[src/pcrs_pkg.sv]
// package for the program counter and return stack block
// assumes a single core clock and an avalon-mm register master
//
// Contract
// - 21-bit pc, only low byte software-visible
// - pc high/upper bytes loaded only via latches
// - low byte write copies latches into pc
// - low byte read copies pc into latches
// - byte addressed, lsb zero, advance by two
// - call/goto/branch load pc directly, no latches
// - 31 by 21-bit stack, 5-bit pointer
// - push: increment pointer, then store return address
// - return: load pc from top, then decrement
// - calls and returns leave latches untouched
// - reset clears pointer; zero means empty
// - three registers expose top entry bytes
// - pointer 0 to 31, software readable/writable
// - full flag after 31 pushes without pop
// - full/underflow sticky, software clear only
// - overflow reset: store pc+2, flag, reset
// - no overflow reset: pointer stays 31
// - empty pop: pc zero, underflow, pointer zero (on an empty stack the pop op advances pc by two instead; return zeroes it)
// - push instruction stores current pc
// - pop instruction only decrements pointer
// - full bit7, underflow bit6, bit5 zero
package pcrs_pkg;
   localparam int unsigned PC_W    = 21;
   localparam int unsigned SP_W    = 5;
   localparam int unsigned DEPTH   = 31;
   localparam logic [4:0]  SP_MAX  = 5'h1f;
   localparam logic [4:0]  SP_RST  = 5'h00;
   localparam logic [20:0] PC_RST  = 21'h00000;
   localparam logic [20:0] PC_STEP = 21'h00002;
   localparam logic [7:0]  BYTE_RST = 8'h00;

   // register word offsets (address bits 5:2, one word each)
   localparam logic [3:0] OFS_PCL    = 4'h0;
   localparam logic [3:0] OFS_PC_HIGH_LATCH = 4'h1;
   localparam logic [3:0] OFS_PC_UPPER_LATCH = 4'h2;
   localparam logic [3:0] OFS_SPR    = 4'h3;
   localparam logic [3:0] OFS_TOP_OF_STACK_LOW   = 4'h4;
   localparam logic [3:0] OFS_TOP_OF_STACK_HIGH   = 4'h5;
   localparam logic [3:0] OFS_TOP_OF_STACK_UPPER   = 4'h6;
   localparam logic [3:0] OFS_PCVIEW = 4'h7;
   localparam logic [3:0] OFS_CFG    = 4'h8;

   localparam int unsigned FULL_BIT = 7;
   localparam int unsigned UNF_BIT  = 6;
   localparam logic        ORE_RST  = 1'b1;

   typedef enum logic [7:0] {
      PCRS_OP_NONE   = 8'h01,
      PCRS_OP_STEP   = 8'h02,
      PCRS_OP_JUMP   = 8'h04,
      PCRS_OP_CALL   = 8'h08,
      PCRS_OP_RETURN = 8'h10,
      PCRS_OP_PUSH   = 8'h20,
      PCRS_OP_POP    = 8'h40,
      PCRS_OP_RSVD   = 8'h80
   } pcrs_op_e;

   typedef struct packed {
      logic       valid;
      pcrs_op_e   op;
      logic [20:0] target;
   } pcrs_cmd_s;

   typedef struct packed {
      logic        read;
      logic        write;
      logic [5:0]  address;
      logic [31:0] writedata;
   } pcrs_bus_s;

   typedef struct packed {
      logic [20:0]             pc;
      logic [7:0]              lat_h;
      logic [4:0]              lat_u;
      logic [4:0]              sp;
      logic                    full;
      logic                    unf;
      logic                    ore;
      logic [DEPTH-1:0][20:0]  stk;
      logic [31:0]             rdata;
      logic                    wait_n;
      logic                    core_reset;
   } pcrs_state_s;
endpackage

[src/pcrs_core.sv]
// program counter, pc latches and hardware return stack
// assumes sequencer commands on clk; avalon-mm slave answers one cycle after request
`timescale 1ns/10ps
`default_nettype none
module pcrs_core (
   input  wire logic               clk,
   input  wire logic               reset_n,
   input  wire pcrs_pkg::pcrs_cmd_s cmd,
   input  wire logic [5:0]         avs_address,
   input  wire logic               avs_read,
   input  wire logic               avs_write,
   input  wire logic [31:0]        avs_writedata,
   input  wire logic [3:0]         avs_byteenable,
   output logic [31:0]             avs_readdata,
   output logic                    avs_waitrequest,
   output logic [20:0]             pc,
   output logic                    overflow_reset
);
   pcrs_pkg::pcrs_state_s st;
   pcrs_pkg::pcrs_state_s next_st;

   logic [3:0]  word;
   logic        mapped;
   logic [4:0]  idx;
   logic [20:0] top_of_stack;
   logic        req;
   logic [20:0] push_val;
   logic        do_push;

   assign word = avs_address[5:2];
   // taken only while idle; the held request is ignored in the answer cycle
   assign req  = (avs_read | avs_write) & ~st.wait_n;
   assign idx  = st.sp - 5'h01;
   assign top_of_stack  = (st.sp == pcrs_pkg::SP_RST) ? pcrs_pkg::PC_RST : st.stk[idx];

   always_comb begin
      next_st = st;
      next_st.wait_n = 1'b0;
      next_st.core_reset = 1'b0;
      mapped = (word <= pcrs_pkg::OFS_CFG);
      push_val = pcrs_pkg::PC_RST;
      do_push = 1'b0;

      // sequencer side
      if (cmd.valid) begin
         case (cmd.op)
            pcrs_pkg::PCRS_OP_STEP: begin
               next_st.pc = st.pc + pcrs_pkg::PC_STEP;
            end
            pcrs_pkg::PCRS_OP_JUMP: begin
               next_st.pc = {cmd.target[20:1], 1'b0};
            end
            pcrs_pkg::PCRS_OP_CALL: begin
               // pc already points past the call; latches untouched
               do_push = 1'b1;
               push_val = st.pc;
               next_st.pc = {cmd.target[20:1], 1'b0};
            end
            pcrs_pkg::PCRS_OP_PUSH: begin
               do_push = 1'b1;
               push_val = st.pc;
               next_st.pc = st.pc + pcrs_pkg::PC_STEP;
            end
            pcrs_pkg::PCRS_OP_RETURN: begin
               if (st.sp == pcrs_pkg::SP_RST) begin
                  next_st.pc = pcrs_pkg::PC_RST;
                  next_st.unf = 1'b1;
               end else begin
                  next_st.pc = {top_of_stack[20:1], 1'b0};
                  next_st.sp = st.sp - 5'h01;
               end
            end
            pcrs_pkg::PCRS_OP_POP: begin
               if (st.sp == pcrs_pkg::SP_RST) begin
                  next_st.unf = 1'b1;
               end else begin
                  next_st.sp = st.sp - 5'h01;
               end
               next_st.pc = st.pc + pcrs_pkg::PC_STEP;
            end
            default: begin
            end
         endcase
      end

      if (do_push) begin
         if (st.sp == pcrs_pkg::SP_MAX) begin
            next_st.full = 1'b1;
         end else begin
            next_st.sp = st.sp + 5'h01;
            next_st.stk[st.sp] = push_val;
            if (st.sp == pcrs_pkg::SP_MAX - 5'h01) begin
               next_st.full = 1'b1;
               if (st.ore) begin
                  // stores pc+2 then resets core; pointer back to empty
                  next_st.stk[st.sp] = st.pc + pcrs_pkg::PC_STEP;
                  next_st.sp = pcrs_pkg::SP_RST;
                  next_st.pc = pcrs_pkg::PC_RST;
                  next_st.core_reset = 1'b1;
               end
            end
         end
      end

      // bus side; software is expected not to race the sequencer on the stack
      if (req) begin
         next_st.wait_n = 1'b1;
         next_st.rdata = 32'h00000000;
         if (avs_read && mapped) begin
            case (word)
               pcrs_pkg::OFS_PCL: begin
                  next_st.rdata = {24'h000000, st.pc[7:0]};
                  next_st.lat_h = st.pc[15:8];
                  next_st.lat_u = st.pc[20:16];
               end
               pcrs_pkg::OFS_PC_HIGH_LATCH: next_st.rdata = {24'h000000, st.lat_h};
               pcrs_pkg::OFS_PC_UPPER_LATCH: next_st.rdata = {27'h0, st.lat_u};
               pcrs_pkg::OFS_SPR: next_st.rdata = {24'h000000, st.full, st.unf, 1'b0, st.sp};
               pcrs_pkg::OFS_TOP_OF_STACK_LOW: next_st.rdata = {24'h000000, top_of_stack[7:0]};
               pcrs_pkg::OFS_TOP_OF_STACK_HIGH: next_st.rdata = {24'h000000, top_of_stack[15:8]};
               pcrs_pkg::OFS_TOP_OF_STACK_UPPER: next_st.rdata = {27'h0, top_of_stack[20:16]};
               // no full pc view: upper pc bytes reach software only through the latches
               pcrs_pkg::OFS_CFG: next_st.rdata = {31'h0, st.ore};
               default: next_st.rdata = 32'h00000000;
            endcase
         end else if (avs_write && mapped && avs_byteenable[0]) begin
            case (word)
               pcrs_pkg::OFS_PCL: begin
                  next_st.pc = {st.lat_u, st.lat_h, avs_writedata[7:1], 1'b0};
               end
               pcrs_pkg::OFS_PC_HIGH_LATCH: next_st.lat_h = avs_writedata[7:0];
               pcrs_pkg::OFS_PC_UPPER_LATCH: next_st.lat_u = avs_writedata[4:0];
               pcrs_pkg::OFS_SPR: begin
                  next_st.sp = avs_writedata[4:0];
                  // flags clear only; a same-cycle hardware set wins
                  if (!avs_writedata[pcrs_pkg::FULL_BIT] && !(do_push && st.sp >= pcrs_pkg::SP_MAX - 5'h01)) begin
                     next_st.full = 1'b0;
                  end
                  if (!avs_writedata[pcrs_pkg::UNF_BIT] && !(cmd.valid && st.sp == pcrs_pkg::SP_RST &&
                      (cmd.op == pcrs_pkg::PCRS_OP_RETURN || cmd.op == pcrs_pkg::PCRS_OP_POP))) begin
                     next_st.unf = 1'b0;
                  end
               end
               pcrs_pkg::OFS_TOP_OF_STACK_LOW: if (st.sp != pcrs_pkg::SP_RST) next_st.stk[idx][7:0] = avs_writedata[7:0];
               pcrs_pkg::OFS_TOP_OF_STACK_HIGH: if (st.sp != pcrs_pkg::SP_RST) next_st.stk[idx][15:8] = avs_writedata[7:0];
               pcrs_pkg::OFS_TOP_OF_STACK_UPPER: if (st.sp != pcrs_pkg::SP_RST) next_st.stk[idx][20:16] = avs_writedata[4:0];
               pcrs_pkg::OFS_CFG: next_st.ore = avs_writedata[0];
               default: begin
               end
            endcase
         end
      end
   end

   always_ff @(posedge clk or negedge reset_n) begin
      if (!reset_n) begin
         st <= '0;
         st.ore <= pcrs_pkg::ORE_RST;
      end else begin
         st <= next_st;
      end
   end

   assign avs_readdata    = st.rdata;
   assign avs_waitrequest = ~st.wait_n;
   assign pc              = st.pc;
   assign overflow_reset  = st.core_reset;
endmodule
`default_nettype wire

[config.mk]
export PLATFORM = sky130hd
export DESIGN_NAME = pcrs_core
export DESIGN_NICKNAME = d
export VERILOG_FILES = /design/src/pcrs_pkg.sv /design/src/pcrs_core.sv
export SDC_FILE = /design/constraint.sdc
export NUM_CORES = 2
export LEC_CHECK = 0
export BUFFER_PORTS_ARGS = -buffer_cell sky130_fd_sc_hd__buf_2
export CAP_MARGIN = 20
export CORE_MARGIN = 5
export CORE_UTILIZATION = 25
export CTS_BUF_LIST = sky130_fd_sc_hd__clkbuf_8 sky130_fd_sc_hd__clkbuf_16
export CTS_CLUSTER_DIAMETER = 40
export CTS_CLUSTER_SIZE = 14
export DETAILED_ROUTE_END_ITERATION = 12
export PLACE_DENSITY = 0.37
export SYNTH_ARGS = -nofsm -noshare
export SYNTH_HDL_FRONTEND = slang
export SYNTH_SLANG_ARGS = --single-unit
export TNS_END_PERCENT = 30
[constraint.sdc]
create_clock -name clk -period 5.2 [get_ports clk]
set_input_delay 1.04 -clock clk [delete_from_list [all_inputs] [get_ports clk]]
set_output_delay 1.04 -clock clk [all_outputs]
set_load 0.03 [all_outputs]
# Yosys cells after proc, flatten, opt, wreduce, memory -nomap -nowiden
# Cells that the tools add are included.
# W data, S select, Z words.
[op_classes] n_bitwise=4 add_sub_neg=3 n_mux=65 n_reduce_logical=28 n_eq_ne=16 order_cmp=6
[op_table] cell="$mux W651" count=7
[op_table] cell="$bwmux W651" count=5
[op_table] cell="$pmux W651 S3" count=1
[op_table] cell="$mux W726" count=1
[op_table] cell="$mux W693" count=1
[op_table] cell="$mux W659" count=1
[op_table] cell="$demux W21 S5" count=4
[op_table] cell="$mux W21" count=14
[op_table] cell="$bmux W21 S5" count=1
[op_table] cell="$pmux W8 S8" count=1
[op_table] cell="$pmux W21 S3" count=1
[op_table] cell="$mux W32" count=1
[op_table] cell="$mux W5" count=6
[op_table] cell="$mux W13" count=2
[op_table] cell="$add A21 B2 Y21 const B" count=1
[op_table] cell="$mux W16" count=1
[op_table] cell="$mux W8" count=2
[op_table] cell="$mux W1" count=13
[op_table] cell="$eq A4 B3 Y1 const B" count=3
[op_table] cell="$lt A5 B6 Y1 const B" count=2
[op_table] cell="$mux W6" count=2
[op_table] cell="$reduce_and A4 Y1" count=3
[op_table] cell="$eq A5 B5 Y1 const B" count=2
[op_table] cell="$ge A5 B1 Y1 const B" count=2
[op_table] cell="other kinds (27)" count=45
[word_totals] in_bits=76 output_inout_bits=55 register_bits=727

# Depth between registers and ports, before layout
[depth] depth_word=16 mapped_depth=16 depth_no_buf=9

# Worst setup path before layout
# OpenSTA, ideal clock, no wires.
[synth_path] path_type="register to register" from="register st[688] (netlist bit)" to="register st[455] (netlist bit)" arrival_time_ps=3442 period_less_slack_ps=3570 stages_incl_launch_ff=14 path_buffers=6 slack_ps=1630 setup_time_ps=128 path_cell_list="dfrtp_1 buf_2 inv_1 clkbuf_1 clkbuf_1 ha_1 nor3b_1 a22oi_1 and2_1 buf_4 buf_2 nor2_1 buf_2 o21ai_0"
[synth_lines] item="start, declared" line_no="pcrs_core.sv:19" text="pcrs_pkg::pcrs_state_s st;"
[synth_lines] item="start signal, assigned" line_no="pcrs_core.sv:160" text="st <= next_st;"

# Worst setup path in the final report
[layout_path] from="register st[688] (netlist bit)" to="register st (netlist bit avs_readdata[5])"
[layout_via] elab_chain_len=6
[layout_lines] item="$sub A5 B1 Y5" line_no="pcrs_core.sv:33" text="assign idx = st.sp - 5'h01;"
[layout_lines] item="$bmux W21 S5" line_no="pcrs_core.sv:34" text="assign top_of_stack = (st.sp == pcrs_pkg::SP_RST) ? pcrs_pkg::PC_RST : st.stk[idx];"
[layout_lines] item="$mux W21 (implied by the code)" line_no="pcrs_core.sv:34"
[layout_lines] item="$mux W21 (*)" line_no="pcrs_core.sv:34"
[layout_lines] item="$pmux W8 S8 (*)" line_no="pcrs_core.sv:110" text="case (word)"
[layout_lines] item="$mux W32 (*)" line_no="pcrs_core.sv:109" text="if (avs_read && mapped) begin"
# Every way passes the cells marked *; elsewhere a longest branch is shown, timed or not. The select of a mux whose other input is x is not followed.
# A chain may end at the register's enable or synchronous reset.

==> flow_results.org <==
** Run status
- Outcome :: complete, no violations

** Logic synthesis
- The synthesized design contains 0 enable-type register cells.
- Among all flip-flop cells after synthesis, the most frequent one is sky130_fd_sc_hd__dfrtp_1.
- The number of different library cells used by synthesis comes to 84.
- Netlist Area Pre-Place :: 40,530 um^2
- Number of storage elements in the synthesis netlist :: 703
- For this run, asynchronously set or reset flops after synthesis account for 100.0%.
- Sequential area share after synthesis :: 43.41%
- Each instance of the synthesized netlist takes up on average 9.001 um^2.
- Count of mapped cells out of synthesis :: 4,503
- Number of synthesis warnings :: 0

** Die
- Die height :: 412.6 um
- Core area :: 160,900 um^2
- For this design the top-level I/O count stands at 131.
- The floorplan has 147 rows.
- The die covers 170,300 um^2.
- Starting utilization of the core area :: 25.18%
- The die is 412.6 um wide.

** Clock network
- Clock tree from TritonCTS :: built
- Worst-skew pair later-pin latency :: 0.80 ns
- Post-CTS repair changed the size of 0 cells.
- Clock Pin Slew Worst Setup and Hold Paths :: 0.05 ns
- CTS Hold Bufs :: 0
- Total CTS buffers :: 156
- CTS built an H-tree with a depth of 4.
- In this run the post-CTS setup repair buffer count came out at 0.
- Clock buffer depth :: 3
- The tree is rooted in a sky130_fd_sc_hd__clkbuf_16.
- Count of clock tree sinks :: 703

** Setup path
- The critical path is of the flop to flop type.
- For this design, the slowest cell found on the critical path is sky130_fd_sc_hd__nor3b_1.
- Data required time at the worst endpoint :: 5.89 ns
- Cells traversed along the worst timing path :: inv_1 -> ha_1 -> nor3b_1 -> a22oi_1 -> and2_1 -> buf_4 -> o22ai_1 -> or4_1 -> o221ai_1 -> a22o_1
- The worst register-to-register path has a depth of 10.
- Along the worst path, the maximum fanout reaches 13.
- Critical R2R Capture :: avs_readdata[5]$_DFFE_PN0P_
- Crit path largest cell delay :: 0.75 ns
- The worst setup path is launched from a flop.
- Startpoint of the worst register-to-register path :: st[688]$_DFF_PN0_
- Critical Path End Type :: flop
- WP data arrival :: 5.13 ns
- The setup check on the worst reg-to-reg path leaves a slack of 0.76 ns.

** STA
- Worst Clk Skew :: 0.03811 ns
- Fraction of the cycle the final worst path needs :: 85.47%
- Number of hold violations in the final report :: 0
- After routing, the total negative slack on setup checks comes to 0 ns.
- At the pin with the least slew margin, the transition time is 1.233 ns.
- Time the worst path needs with I/O delays and setup :: 4.444 ns
- In the post-route analysis, the smallest setup slack over all paths is 0.7558 ns.
- Remaining max-slew budget at the tightest pin :: 15.68%
- For this run, the top clock speed supported by timing is 225.0 MHz.
- Unrepaired setup endpoints after global routing :: no
- Setup violations, final :: 0
- The final max-slew violation count came to 0.

** Global route
- The first global-routing pass estimated 278.5 mm of wire.
- Largest net degree at the start of global routing :: 85
- Congestion Overflow GR :: 0
- Vias in the first global route :: 34.52k
- Initial antenna violation count :: 4
- Overall Global Routing Usage :: 22.77%

** Place
- Post-placement worst setup slack :: 0.7896 ns
- Input and output buffers added on the ports amount to 76.
- The congestion estimate from routability-driven global placement came to 0.9820.
- Once detailed placement completed, the half-perimeter wirelength came to 129.9 mm.
- DP Cell Count :: 6,497

** Detailed routing
- Via count :: 35.65k
- Starting DRC count in detailed routing :: 3,968
- Number of design rule violations left after detail routing :: 0
- Remaining antenna violation count :: 0
- Final wirelength :: 197.1 mm
- In the routed layout, each cell is associated on average with a via count of 5.251.
- Detail-routed net length per standard cell :: 29.02 um
- Count of TritonRoute iterations in the first routing pass :: 5

** Layout
- Post-route core utilization :: 30.45%
- Compared with the post-synthesis result, the final layout area differs by 20.90%.
- Most frequent standard cell in the layout excluding fill and tap cells :: sky130_fd_sc_hd__nand2_1
- The top cell types in the final layout, fill and taps aside, are sky130_fd_sc_hd__nand2_1, sky130_fd_sc_hd__o21ai_0, sky130_fd_sc_hd__dfrtp_1.
- Post-Layout Cell Count :: 6,790
- Layout net count :: 4,588
- Fraction of layout instances using a drive strength above 1 :: 17.39%

** Hold path
- The path class of the tightest hold or removal check is input port to async pin.

** Power and ir drop
- Cell leakage power :: 0.02027 uW
- In this run the power density over the cells is 404.8 nW/um^2.
- VDD sags by at most 0.3854 mV.

** Flow run
- Across the run, the number of max-cap violations was 0.
[routing by layer]
| layer | track usage [%] | vias to the layer above | routed length, um |
|---|---|---|---|
| met5 | 0 | - | 0 |
| met3 | 4.230 | 305 | 12320 |
| met1 | 31.60 | 17940 | 88920 |
| met2 | 34.78 | 1311 | 86920 |
| li1 | - | 16090 | - |
| met4 | 9.592 | 0 | 8910 |
[synthesized netlist by cell type, types with 50 or more instances]
cell	number	share of area, %
sky130_fd_sc_hd__mux2i_1	191	4.7
sky130_fd_sc_hd__a21o_1	96	1.8
sky130_fd_sc_hd__nand3_1	50	0.62
sky130_fd_sc_hd__nand2_1	790	7.3
sky130_fd_sc_hd__o211ai_1	80	1.5
sky130_fd_sc_hd__a211oi_1	105	1.9
sky130_fd_sc_hd__o21ai_0	759	9.4
sky130_fd_sc_hd__buf_2	135	1.7
sky130_fd_sc_hd__buf_4	83	1.5
sky130_fd_sc_hd__dfrtp_1	702	43
sky130_fd_sc_hd__a21oi_1	194	2.4
sky130_fd_sc_hd__clkbuf_1	233	2.2
sky130_fd_sc_hd__mux4_2	152	8.4
sky130_fd_sc_hd__nor2_1	420	3.9
sky130_fd_sc_hd__o22ai_1	72	1.1
[worst max path at each step]
stage                             endpoint         startpoint  slack [ns]
2_1_floorplan            st[455]$_DFF_PN0_  st[688]$_DFF_PN0_        1.63
3_3_place_gp              st[79]$_DFF_PN0_     avs_address[3]        0.73
3_5_place_dp             st[583]$_DFF_PN0_     avs_address[3]        0.79
4_1_cts        avs_readdata[5]$_DFFE_PN0P_  st[689]$_DFF_PN0_        0.98
5_1_grt        avs_readdata[5]$_DFFE_PN0P_  st[689]$_DFF_PN0_        0.70
6_report       avs_readdata[5]$_DFFE_PN0P_  st[688]$_DFF_PN0_        0.76
[per-stage QoR]
stage	hold slack, ns	area [um^2]	power (uW)
floorplan	0.4660	40620	7823
global placement	0.5010	43430	9633
detailed placement	0.5052	43520	9627
CTS	0.3255	48930	20000
global route	0.3549	49000	20420
finish	0.3429	49000	19830
[critical path: cells and delay by family, from the launching register on]
family / cells / cell delay [ns]
AO/OA/AOI/OAI: 4 / 1.29
AND/OR/NAND/NOR: 3 / 1.66
flip-flops: 1 / 0.54
adder cells (fa/ha/maj): 1 / 0.35
buffers and inverters: 2 / 0.50
[cell type report]
| type | instances | area (um^2) |
|---|---|---|
| multi-input cells | 3328 | 20900 |
| clock buffers | 179 | 4277 |
| fillers | 16720 | 111900 |
| diodes | 1 | 2.502 |
| well taps | 2160 | 2703 |
| flip-flops and latches | 703 | 17600 |
| clock inverters | 105 | 1136 |
| inverters | 17 | 63.81 |
| repair buffers | 297 | 2326 |
[registers in the layout (all words and copies together), names as in the netlist]
register,cells
avs_readdata,8
overflow_reset,1
pc,21
st,673
[power breakdown]
part	total (uW)	leakage [uW]	switching, uW	internal [uW]
Combinational	3740	0.00779	2660	1070
Clock	10200	0.00271	3510	6720
Sequential	5860	0.00977	259	5600
Total	19800	0.0203	6430	13400
[logic make-up (layout without fill, tap and decap cells)]
family,count (synthesis),count (layout),share of synthesized area (%)
flip-flops,703,703,43.41
multiplexers,354,354,13.47
AND/OR/NAND/NOR,1431,1431,14.78
XOR/XNOR,25,25,0.5402
AO/OA/AOI/OAI,1485,1485,21.60
adder cells (fa/ha/maj),9,9,0.2778
other,1,25,0.009252
buffers and inverters,495,598,5.912
Note: power is estimated with default switching activity, not from simulation.
